===== config.mk =====
export PLATFORM = sky130hd
export DESIGN_NAME = i2cm_ctrl
export DESIGN_NICKNAME = d
export VERILOG_FILES = /design/src/i2cm_pkg.sv /design/src/i2cm_ctrl.sv
export SDC_FILE = /design/constraint.sdc
export NUM_CORES = 1
export LEC_CHECK = 0
export ABC_AREA = 1
export BUFFER_PORTS_ARGS = -buffer_cell sky130_fd_sc_hd__buf_2
export CAP_MARGIN = 5
export CORE_UTILIZATION = 50
export CTS_CLUSTER_SIZE = 16
export DETAILED_ROUTE_END_ITERATION = 10
export PLACE_DENSITY = 0.79
export SLEW_MARGIN = 20
export SYNTH_ARGS = -nofsm -noshare
export SYNTH_HDL_FRONTEND = slang
export SYNTH_SLANG_ARGS = --single-unit

===== constraint.sdc =====
create_clock -name i_sys_clk -period 5.9 [get_ports i_sys_clk]
set_input_delay 0.885 -clock i_sys_clk [delete_from_list [all_inputs] [get_ports i_sys_clk]]
set_output_delay 0.885 -clock i_sys_clk [all_outputs]
set_load 0.005 [all_outputs]

===== src/i2cm_pkg.sv =====
package i2cm_pkg;
    localparam int FIFO_DEPTH = 4;
    localparam int CNT_W      = 3;
    localparam int PTR_W      = 2;
    localparam int DATA_W     = 8;
    localparam int DIV_W      = 8;
    localparam int FLT_W      = 4;
    localparam int TMO_W      = 16;

    localparam logic [7:0] ADDR_CTRL   = 8'h00;
    localparam logic [7:0] ADDR_STATUS = 8'h04;
    localparam logic [7:0] ADDR_IEN    = 8'h08;
    localparam logic [7:0] ADDR_WMARK  = 8'h0C;
    localparam logic [7:0] ADDR_FCNT   = 8'h10;
    localparam logic [7:0] ADDR_TIMING = 8'h14;
    localparam logic [7:0] ADDR_TMO    = 8'h18;
    localparam logic [7:0] ADDR_MATCH  = 8'h1C;
    localparam logic [7:0] ADDR_TXDATA = 8'h20;
    localparam logic [7:0] ADDR_RXDATA = 8'h24;

    localparam int CTRL_EN    = 0;
    localparam int CTRL_SWRST = 1;
    localparam int CTRL_TXDMA = 2;
    localparam int CTRL_RXDMA = 3;

    localparam int ST_TXSPACE = 0;
    localparam int ST_RXAVAIL = 1;
    localparam int ST_PKTEND  = 8;
    localparam int ST_STOP    = 9;
    localparam int ST_NACK    = 10;
    localparam int ST_ARB     = 11;
    localparam int ST_QERR    = 12;
    localparam int ST_STUCK   = 13;
    localparam int ST_MATCH   = 14;
    localparam int ST_CACT    = 24;
    localparam int ST_BUSOCC  = 25;
    localparam int ST_W       = 26;

    localparam logic [ST_W-1:0] W1C_MASK = 26'h0007F00;
    localparam logic [ST_W-1:0] IEN_MASK = 26'h0007F03;

    localparam int WM_RX_LSB  = 16;
    localparam int FCNT_RX_LSB = 16;
    localparam int TIM_FLT_SCL_LSB = 8;
    localparam int TIM_FLT_SDA_LSB = 12;
    localparam int TMO_IDLE_LSB = 16;

    localparam logic [DIV_W-1:0] DIV_RST = 8'h3F;
    localparam logic [31:0]      ERR_DATA = 32'h00000000;

    typedef enum logic [2:0] {
        I2CM_IDLE  = 3'b000,
        I2CM_START = 3'b001,
        I2CM_BIT   = 3'b010,
        I2CM_ACK   = 3'b011,
        I2CM_STOP  = 3'b100
    } i2cm_state_t;
endpackage : i2cm_pkg


===== src/i2cm_ctrl.sv =====
// Implementation choices: the register offsets and the Wishbone interface to the registers.
`timescale 1ns/1ps
`default_nettype none
// Behaviour
// Transmit space flag set while transmit count is at or below its watermark.
// Receive available flag set while receive count exceeds its watermark.
// Watermark writes at or above FIFO depth are truncated to index width.
// Only packet end, stop, NACK, arbitration, queue error, stuck, match clear.
// Each flag but both busy flags has a readable enable; enabled set flags interrupt.
// Transmit and receive DMA requests have separate enables.
// Transmit and receive data registers sit at fixed addresses for DMA.
// Both FIFO word counts are readable.
// Software reset returns master logic and configuration to reset values.
// Master enable bit starts or stops master operation.
// Software disables the master before changing divider settings.
// Disabling the master during a transfer aborts it.
// Divider, glitch filters and timeouts count functional clock cycles.
// Line stuck low flag set when SCL or SDA low longer than timeout.
// NACK flag set when slave answers a transmitted byte with not-acknowledge.
// Writing one clears a clearable flag; zero has no effect.
// Queue error set on transmit underrun or receive overrun.
module i2cm_ctrl (
    input  wire logic                  i_sys_clk,
    input  wire logic                  i_nrst,
    input  wire logic                  i_wb_cyc,
    input  wire logic                  i_wb_stb,
    input  wire logic                  i_wb_we,
    input  wire logic [7:0]            i_wb_adr,
    input  wire logic [3:0]            i_wb_sel,
    input  wire logic [31:0]           i_wb_dat,
    output logic      [31:0]           o_wb_dat,
    output logic                       o_wb_ack,
    input  wire logic                  i_scl,
    input  wire logic                  i_sda,
    output logic                       o_scl,
    output logic                       o_scl_oe,
    output logic                       o_sda,
    output logic                       o_sda_oe,
    output logic                       o_irq,
    output logic                       o_tx_dma_req,
    output logic                       o_rx_dma_req
);
    import i2cm_pkg::*;

    typedef struct packed {
        logic [31:0]                  rdat;
        logic                         ack;
        logic                         en;
        logic                         txdma;
        logic                         rxdma;
        logic [ST_W-1:0]              st;
        logic [ST_W-1:0]              ien;
        logic [PTR_W-1:0]             txwm;
        logic [PTR_W-1:0]             rxwm;
        logic [DIV_W-1:0]             div;
        logic [FLT_W-1:0]             flt_scl;
        logic [FLT_W-1:0]             flt_sda;
        logic [TMO_W-1:0]             tmo_low;
        logic [TMO_W-1:0]             tmo_idle;
        logic [DATA_W-1:0]            match;
        logic [FIFO_DEPTH*DATA_W-1:0] txq;
        logic [CNT_W-1:0]             txcnt;
        logic [FIFO_DEPTH*DATA_W-1:0] rxq;
        logic [CNT_W-1:0]             rxcnt;
        logic [2:0]                   scl_s;
        logic [2:0]                   sda_s;
        logic                         scl_f;
        logic                         sda_f;
        logic [FLT_W-1:0]             scl_fc;
        logic [FLT_W-1:0]             sda_fc;
        logic [TMO_W-1:0]             lowc;
        logic [TMO_W-1:0]             idlec;
        logic                         busocc;
        i2cm_state_t                  fsm;
        logic [DIV_W-1:0]             divc;
        logic [1:0]                   ph;
        logic [3:0]                   bitn;
        logic [DATA_W-1:0]            sh;
        logic                         rd;
        logic                         scl_o;
        logic                         sda_o;
    } i2cm_state_s_t;

    i2cm_state_s_t st_r;
    i2cm_state_s_t st_nxt;

    localparam logic [1:0] PH_LAST = 2'h3;
    localparam logic [3:0] BITS    = 4'h8;

    logic acc;
    logic wr;
    logic tick;
    logic txpop;
    logic rxpush;
    logic [ST_W-1:0] ev;
    logic [DATA_W-1:0] rxbyte;

    always_comb begin
        acc    = i_wb_cyc && i_wb_stb && !st_r.ack;
        wr     = acc && i_wb_we && i_wb_sel[0];
        tick   = (st_r.divc == '0);
        txpop  = 1'b0;
        rxpush = 1'b0;
        rxbyte = {st_r.sh[DATA_W-2:0], st_r.sda_f};
        ev     = '0;
        st_nxt = st_r;
        st_nxt.ack = acc;
        st_nxt.scl_s = {st_r.scl_s[1:0], i_scl};
        st_nxt.sda_s = {st_r.sda_s[1:0], i_sda};
        // Pins count after the second and third stage agree, then filter.
        if (st_r.scl_s[2] == st_r.scl_s[1] && st_r.scl_s[1] != st_r.scl_f) begin
            st_nxt.scl_fc = st_r.scl_fc + 1'b1;
            if (st_r.scl_fc >= st_r.flt_scl) begin
                st_nxt.scl_f  = st_r.scl_s[1];
                st_nxt.scl_fc = '0;
            end
        end else begin
            st_nxt.scl_fc = '0;
        end
        if (st_r.sda_s[2] == st_r.sda_s[1] && st_r.sda_s[1] != st_r.sda_f) begin
            st_nxt.sda_fc = st_r.sda_fc + 1'b1;
            if (st_r.sda_fc >= st_r.flt_sda) begin
                st_nxt.sda_f  = st_r.sda_s[1];
                st_nxt.sda_fc = '0;
            end
        end else begin
            st_nxt.sda_fc = '0;
        end
        // Start and stop on the bus set or clear the occupied indication.
        if (st_r.scl_f && st_r.sda_f && !st_nxt.sda_f) begin
            st_nxt.busocc = 1'b1;
        end
        if (st_r.scl_f && !st_r.sda_f && st_nxt.sda_f) begin
            st_nxt.busocc = 1'b0;
            ev[ST_STOP]   = 1'b1;
        end
        if (st_r.scl_f && st_r.sda_f) begin
            st_nxt.idlec = st_r.idlec + 1'b1;
            if (st_r.tmo_idle != '0 && st_r.idlec >= st_r.tmo_idle) begin
                st_nxt.busocc = 1'b0;
            end
        end else begin
            st_nxt.idlec = '0;
        end
        if (!st_r.scl_f || !st_r.sda_f) begin
            if (st_r.lowc != {TMO_W{1'b1}}) begin
                st_nxt.lowc = st_r.lowc + 1'b1;
            end
            if (st_r.tmo_low != '0 && st_r.lowc == st_r.tmo_low) begin
                ev[ST_STUCK] = 1'b1;
            end
        end else begin
            st_nxt.lowc = '0;
        end
        // Byte engine: four divider phases per bit; a zero divider ticks every cycle.
        st_nxt.divc = tick ? st_r.div : st_r.divc - 1'b1;
        unique case (st_r.fsm)
            I2CM_IDLE: begin
                st_nxt.scl_o = 1'b1;
                st_nxt.sda_o = 1'b1;
                if (st_r.en && tick && st_r.txcnt != '0 && !st_r.busocc) begin
                    st_nxt.fsm = I2CM_START;
                    st_nxt.ph  = '0;
                end
            end
            I2CM_START: begin
                if (tick) begin
                    st_nxt.ph = st_r.ph + 1'b1;
                    st_nxt.sda_o = 1'b0;
                    if (st_r.ph == PH_LAST) begin
                        st_nxt.scl_o = 1'b0;
                        st_nxt.sh    = st_r.txq[DATA_W-1:0];
                        st_nxt.rd    = st_r.txq[0];
                        st_nxt.bitn  = '0;
                        txpop        = 1'b1;
                        st_nxt.fsm   = I2CM_BIT;
                    end
                end
            end
            I2CM_BIT: begin
                if (tick) begin
                    st_nxt.ph = st_r.ph + 1'b1;
                    unique case (st_r.ph)
                        2'h0: st_nxt.sda_o = st_r.sh[DATA_W-1];
                        2'h1: st_nxt.scl_o = 1'b1;
                        2'h2: begin
                            if (st_r.sda_o && !st_r.sda_f) begin
                                ev[ST_ARB] = 1'b1;
                                st_nxt.fsm = I2CM_IDLE;
                            end
                        end
                        2'h3: begin
                            st_nxt.scl_o = 1'b0;
                            st_nxt.sh    = rxbyte;
                            st_nxt.bitn  = st_r.bitn + 1'b1;
                            if (st_r.bitn == BITS - 1'b1) begin
                                st_nxt.fsm = I2CM_ACK;
                            end
                        end
                    endcase
                end
            end
            I2CM_ACK: begin
                if (tick) begin
                    st_nxt.ph = st_r.ph + 1'b1;
                    unique case (st_r.ph)
                        2'h0: st_nxt.sda_o = 1'b1;
                        2'h1: st_nxt.scl_o = 1'b1;
                        2'h2: ;
                        2'h3: begin
                            st_nxt.scl_o = 1'b0;
                            if (st_r.sda_f) begin
                                ev[ST_NACK] = 1'b1;
                                st_nxt.fsm  = I2CM_STOP;
                            end else if (st_r.txcnt != '0) begin
                                st_nxt.sh   = st_r.txq[DATA_W-1:0];
                                txpop       = 1'b1;
                                st_nxt.bitn = '0;
                                st_nxt.fsm  = I2CM_BIT;
                            end else begin
                                st_nxt.fsm  = I2CM_STOP;
                            end
                            if (st_r.sh == st_r.match) begin
                                ev[ST_MATCH] = 1'b1;
                            end
                        end
                    endcase
                end
            end
            I2CM_STOP: begin
                if (tick) begin
                    st_nxt.ph = st_r.ph + 1'b1;
                    unique case (st_r.ph)
                        2'h0: st_nxt.sda_o = 1'b0;
                        2'h1: st_nxt.scl_o = 1'b1;
                        2'h2: st_nxt.sda_o = 1'b1;
                        2'h3: begin
                            ev[ST_PKTEND] = 1'b1;
                            st_nxt.fsm    = I2CM_IDLE;
                        end
                    endcase
                end
            end
            default: st_nxt.fsm = I2CM_IDLE;
        endcase
        // Each received byte goes to the receive queue; full means overrun.
        if (st_r.fsm == I2CM_ACK && tick && st_r.ph == PH_LAST) begin
            if (st_r.rxcnt == CNT_W'(FIFO_DEPTH)) begin
                ev[ST_QERR] = 1'b1;
            end else begin
                rxpush = 1'b1;
            end
        end
        if (!st_r.en) begin
            st_nxt.fsm   = I2CM_IDLE;
            st_nxt.scl_o = 1'b1;
            st_nxt.sda_o = 1'b1;
        end
        // Register writes.
        if (wr) begin
            unique case (i_wb_adr)
                ADDR_CTRL: begin
                    st_nxt.en    = i_wb_dat[CTRL_EN];
                    st_nxt.txdma = i_wb_dat[CTRL_TXDMA];
                    st_nxt.rxdma = i_wb_dat[CTRL_RXDMA];
                end
                ADDR_IEN: st_nxt.ien = i_wb_dat[ST_W-1:0] & IEN_MASK;
                ADDR_WMARK: begin
                    st_nxt.txwm = i_wb_dat[PTR_W-1:0];
                    st_nxt.rxwm = i_wb_dat[WM_RX_LSB +: PTR_W];
                end
                ADDR_TIMING: begin
                    st_nxt.div     = i_wb_dat[DIV_W-1:0];
                    st_nxt.flt_scl = i_wb_dat[TIM_FLT_SCL_LSB +: FLT_W];
                    st_nxt.flt_sda = i_wb_dat[TIM_FLT_SDA_LSB +: FLT_W];
                end
                ADDR_TMO: begin
                    st_nxt.tmo_low  = i_wb_dat[TMO_W-1:0];
                    st_nxt.tmo_idle = i_wb_dat[TMO_IDLE_LSB +: TMO_W];
                end
                ADDR_MATCH: st_nxt.match = i_wb_dat[DATA_W-1:0];
                default: ;
            endcase
        end
        // Transmit queue: pop then push, both aligned to slot zero.
        if (txpop) begin
            st_nxt.txq   = st_r.txq >> DATA_W;
            st_nxt.txcnt = st_r.txcnt - 1'b1;
        end
        if (wr && i_wb_adr == ADDR_TXDATA) begin
            if (st_nxt.txcnt != CNT_W'(FIFO_DEPTH)) begin
                st_nxt.txq[st_nxt.txcnt[PTR_W-1:0]*DATA_W +: DATA_W] =
                    i_wb_dat[DATA_W-1:0];
                st_nxt.txcnt = st_nxt.txcnt + 1'b1;
            end
        end
        // Popping an empty receive queue leaves it unchanged and raises no flag.
        if (acc && !i_wb_we && i_wb_adr == ADDR_RXDATA) begin
            if (st_r.rxcnt != '0) begin
                st_nxt.rxq   = st_r.rxq >> DATA_W;
                st_nxt.rxcnt = st_r.rxcnt - 1'b1;
            end
        end
        if (rxpush) begin
            st_nxt.rxq[st_nxt.rxcnt[PTR_W-1:0]*DATA_W +: DATA_W] = st_r.sh;
            st_nxt.rxcnt = st_nxt.rxcnt + 1'b1;
        end
        if (st_r.fsm == I2CM_ACK && tick && st_r.ph == PH_LAST && !st_r.sda_f
            && st_r.txcnt == '0 && st_r.en) begin
            ev[ST_QERR] = 1'b1;
        end
        // Sticky flags: the set wins over a write-one clear.
        if (wr && i_wb_adr == ADDR_STATUS) begin
            st_nxt.st = st_r.st & ~(i_wb_dat[ST_W-1:0] & W1C_MASK);
        end
        st_nxt.st = st_nxt.st | (ev & W1C_MASK);
        st_nxt.st[ST_TXSPACE] = st_nxt.txcnt <= {1'b0, st_nxt.txwm};
        st_nxt.st[ST_RXAVAIL] = st_nxt.rxcnt > {1'b0, st_nxt.rxwm};
        st_nxt.st[ST_CACT]    = st_nxt.fsm != I2CM_IDLE;
        st_nxt.st[ST_BUSOCC]  = st_nxt.busocc;
        // Register reads.
        st_nxt.rdat = ERR_DATA;
        if (acc && !i_wb_we) begin
            unique case (i_wb_adr)
                ADDR_CTRL: begin
                    st_nxt.rdat[CTRL_EN]    = st_r.en;
                    st_nxt.rdat[CTRL_TXDMA] = st_r.txdma;
                    st_nxt.rdat[CTRL_RXDMA] = st_r.rxdma;
                end
                ADDR_STATUS: st_nxt.rdat[ST_W-1:0] = st_r.st;
                ADDR_IEN:    st_nxt.rdat[ST_W-1:0] = st_r.ien;
                ADDR_WMARK: begin
                    st_nxt.rdat[PTR_W-1:0]             = st_r.txwm;
                    st_nxt.rdat[WM_RX_LSB +: PTR_W]    = st_r.rxwm;
                end
                ADDR_FCNT: begin
                    st_nxt.rdat[CNT_W-1:0]             = st_r.txcnt;
                    st_nxt.rdat[FCNT_RX_LSB +: CNT_W]  = st_r.rxcnt;
                end
                ADDR_TIMING: begin
                    st_nxt.rdat[DIV_W-1:0]                 = st_r.div;
                    st_nxt.rdat[TIM_FLT_SCL_LSB +: FLT_W]  = st_r.flt_scl;
                    st_nxt.rdat[TIM_FLT_SDA_LSB +: FLT_W]  = st_r.flt_sda;
                end
                ADDR_TMO: begin
                    st_nxt.rdat[TMO_W-1:0]              = st_r.tmo_low;
                    st_nxt.rdat[TMO_IDLE_LSB +: TMO_W]  = st_r.tmo_idle;
                end
                ADDR_MATCH:  st_nxt.rdat[DATA_W-1:0] = st_r.match;
                ADDR_RXDATA: st_nxt.rdat[DATA_W-1:0] = st_r.rxq[DATA_W-1:0];
                default: ;
            endcase
        end
        // Software reset restores everything except the bus answer itself.
        if (wr && i_wb_adr == ADDR_CTRL && i_wb_dat[CTRL_SWRST]) begin
            st_nxt       = '0;
            st_nxt.ack   = 1'b1;
            st_nxt.div   = DIV_RST;
            st_nxt.scl_o = 1'b1;
            st_nxt.sda_o = 1'b1;
            st_nxt.scl_f = 1'b1;
            st_nxt.sda_f = 1'b1;
            st_nxt.scl_s = 3'h7;
            st_nxt.sda_s = 3'h7;
            st_nxt.st[ST_TXSPACE] = 1'b1;
        end
    end

    always_ff @(posedge i_sys_clk or negedge i_nrst) begin
        if (!i_nrst) begin
            st_r                  <= '0;
            st_r.div              <= DIV_RST;
            st_r.scl_o            <= 1'b1;
            st_r.sda_o            <= 1'b1;
            st_r.scl_f            <= 1'b1;
            st_r.sda_f            <= 1'b1;
            st_r.scl_s            <= 3'h7;
            st_r.sda_s            <= 3'h7;
            st_r.st[ST_TXSPACE]   <= 1'b1;
        end else begin
            st_r <= st_nxt;
        end
    end

    assign o_wb_dat     = st_r.rdat;
    assign o_wb_ack     = st_r.ack;
    assign o_irq        = |(st_r.st & st_r.ien);
    assign o_tx_dma_req = st_r.txdma && st_r.st[ST_TXSPACE];
    assign o_rx_dma_req = st_r.rxdma && st_r.st[ST_RXAVAIL];
    assign o_scl        = 1'b0;
    assign o_sda        = 1'b0;
    assign o_scl_oe     = !st_r.scl_o;
    assign o_sda_oe     = !st_r.sda_o;
endmodule : i2cm_ctrl
`default_nettype wire


======== Yosys cells after proc, flatten, opt, wreduce, memory -nomap -nowiden ========
Cells that the tools add are included.
operators by class
  reduce and logical (&&, ||, !) cells .... 69
  muxes and demuxes ....................... 111
  shift operators ......................... 4
  magnitude comparators ................... 5
  $add $sub $neg .......................... 13
  bitwise gates (word level) .............. 4
  eq/ne operators ......................... 47
operator list
  cell                     number
  $mux 295                 1
  $mux 35                  6
  $mux 86                  1
  $neg 5->34               2
  $shift 8x34->32 const A  2
  $shiftx 8x34->32         2
  $bwmux 32                2
  $mux 16                  4
  $mux 32                  2
  $mux 12                  4
  $mux 3                   15
  $mux 14                  3
  $mux 1                   39
  $pmux 12 s3              1
  $add 16x1->16 const B    2
  $eq 8x5->1 const B       4
  $pmux 8 s4               1
  $reduce_bool 16->1       2
  $pmux 2 s5               3
  $logic_and 1x1->1        29
  $and 26x26->26           1
  $mux 26                  1
  $reduce_or 26->1         1
  $and 24x24->24           1
  62 further kinds         124
storage, ports and cells
  register bits ........................... 294
  input bits .............................. 51

======== Longest topological paths before layout ========
  depth in word-level cells ............... 14
  depth in mapped cells ................... 21
  mapped depth without buffers ............ 20

======== Worst setup path before layout ========
No wires, ideal clock.
  path kind ............................... input -> register
  from .................................... input i_wb_cyc
  to ...................................... register st_r[234] (netlist bit)
  required time ........................... 5.772 ns
  slack ................................... 2.573 ns
  arrival time ............................ 3.199 ns
  path buffers ............................ 0
  library setup time ...................... 0.128 ns
  stages .................................. 17
  cells stage by stage .................... nand2_1 > nor2_2 > inv_2 > nor2_2 > nand2_1 > nor2_2 > nand2_1 > o21ai_0 > inv_1 > ha_1 > o21ai_0 > inv_1 > ha_1 > inv_1 > nor2_1 > o211ai_1 > o21ai_1
RTL lines
  what                  line              text
  start, declared       i2cm_ctrl.sv:25   input wire logic i_wb_cyc,
  end signal, assigned  i2cm_ctrl.sv:381  st_r <= st_nxt;
  end, declared         i2cm_ctrl.sv:84   i2cm_state_s_t st_r;

==> metrics <==
met1 Resource Use GR 0.3550; worst path arrival time 4.58 ns; # DRC 0; Max Slew Vio Count 0; mean post-synth cell area 7.894 um2; Synth Warn # 0; GRT overflow 0; post-synth top area share 0.4204; Gate Count Post-Synth 1840; Pwr Density 259.8 nW/um2; DR vias 12877; Post-CTS Hold Fix Bufs 0; Total GRT Usage 0.2630; # diodes 0; nets 1971; Die ar. 29740 um2; routed length per instance 16.98 um; io pins 91; postcts setup bufs 0; Root Buffer clkbuf_16; gpl congestion 0.9705; slowest stage delay, CP 0.54 ns; clock sink total 261; layer with the highest usage met2; H-tree depth 1; relative slew slack 0.2907; Routed Wire Length 38560 um; Critical Path Sink Type flip-flop; RSZ-0062 raised after global routing no; worst flop-to-flop path startpoint st_r[17]$_DFF_PN0_; CTS tree done; post-synthesis sequential area ratio 0.4511; die extent in x 172.4 um; Power, Total 4.135 mW; maximum fanout along the worst path 42; start point of the critical path st_r[17]$_DFF_PN0_; Placed Cells 2218; placement-stage cell area 14940 um2; final worst slack 1.767 ns; largest net degree at the start of global routing 160; startpoint types flip-flop; IO buf count 85; Synth area leader dfrtp_1; critical path type reg2reg; antenna violations before repair 0; Final ANT Viol Nets 0; Final Skew 0.01657 ns; Slowest-stage cell, CP nor2_1; vias in the first global route 12332; CTS resizes 0; Final Cell Area 15920 um2; Area contributors post-synth dfrtp_1, nand2_1, a21oi_1, inv_1, ha_1; actual slew at the worst max-slew pin 1.060 ns; DRT iter0 DRCs 1336; Worst VDD drop 0.2133 mV; Post-Syn Area 14530 um2; Min Clock Period, post-route 4.133 ns; worst hold-check path type in2async; Lkg Pwr 7.603 nW; Worst-Skew Late Latency 0.55 ns; ys async rst share 1.000; core area 28630 um2; flops & latches, synth 261; Max Cap Viol 0; Distinct cells, synth 53; worst-path cell chain inv_1, ha_1, nand2_1, nor2_4, nand3_2, nand2_4, inv_2, or2_1, o21ai_2, ha_1, nor2_1, inv_1, nor2_1, nand3_1, a21oi_1; run status finished, final reports clean; Post-synth top flop dfrtp_1; pre-CTS WS 1.642 ns; # rows 62; commonest cells in the netlist nand2_1, dfrtp_1, inv_1; layout cell share with drive strength beyond 1 0.1150; period utilisation layout 0.7004; reg-to-reg setup timing slack 1.77 ns; CP top delay family simple AND/OR/NAND/NOR gates; Clock Path Buffers 3; Vias/cell 5.670; first-pass GRT wire length 62070 um; post-layout util 0.5560; Non-Filler Instances 2271; Synth-to-Final Area Change 9.579%; Final Hold Viols 0; clk slew on worst S/H paths 0.06 ns; hold slack 0.3595 ns; Post-Route Setup TNS 0 ns; fmax 0.2420 GHz; total CTS buffers 29; CP bufs+invs 3; Initial Util 0.5074; M3 GR Usage 0.04646; data required time of the worst path 6.35 ns; met2 Track Usage GR 0.4286; EDFF count, synth 0; final setup fails 0; post-DP HPWL 26970 um; Chip Height 172.4 um; total iterations of the first detailed-routing run 6; count leader, synth nand2_1
==> placed cells by master (no fill, tap or decap), types with 13 or more instances in the layout <==
cell / n
nand3_1: 91
buf_2: 84
clkbuf_16: 29
dfstp_2: 17
inv_1: 208
nand2_1: 409
a21oi_1: 162
ha_1: 55
o211ai_1: 19
nor3_1: 35
xnor2_1: 13
dfrtp_1: 244
nand4_1: 24
o22ai_1: 55
nor2_1: 151
o21ai_0: 120
==> kinds of logic (layout without fill, tap and decap cells) <==
group	Yosys count	count (layout)	share of synthesized area
compound gates	403	403	0.1552
xor+xnor	24	24	0.01447
fa+ha+maj	55	55	0.04738
buf+inv	322	368	0.09751
flops	261	261	0.4511
other cells	1	2	0.0002582
simple gates	774	774	0.2340
==> registers in the layout, indices dropped and copies added, names as in the netlist <==
register  count
rxbyte        8
st_r        220
o_wb_ack      1
o_wb_dat     32
==> power breakdown <==
part / internal [mW] / switching [mW] / leakage (nW)
Combinational: 0.127 / 0.220 / 3.88
Clock: 1.12 / 0.734 / 0.478
Sequential: 1.86 / 0.0749 / 3.25
==> layout make-up <==
class | instances | area, um2
flip-flops and latches | 261 | 6553
well taps | 384 | 480.5
clock buffers | 40 | 797.0
multi-input cells | 1258 | 6565
inverters | 221 | 832.0
repair buffers | 94 | 515.5
clock inverters | 13 | 173.9
fillers | 2568 | 12710
==> path summary, 6_finish.rpt <==
check / to / cells after the start
worst max-delay path: st_r[138]$_DFF_PN0_ / 15
worst min-delay path: st_r[62]$_DFF_PN0_ / 1
worst max register to register: st_r[138]$_DFF_PN0_ / 15
worst min register to register: o_wb_ack$_DFF_PN0_ / 1
max in group asynchronous: st_r[260]$_DFFE_PN0P_ / 2
min in group i_sys_clk: o_wb_ack$_DFF_PN0_ / 1
==> routing by layer <==
metal	part of all wire	wire, um
met1	0.43	16400
met2	0.46	17890
met4	0.027	1055
met3	0.083	3210
met5	0	0
No activity file was read; power rests on OpenSTA's default activity.
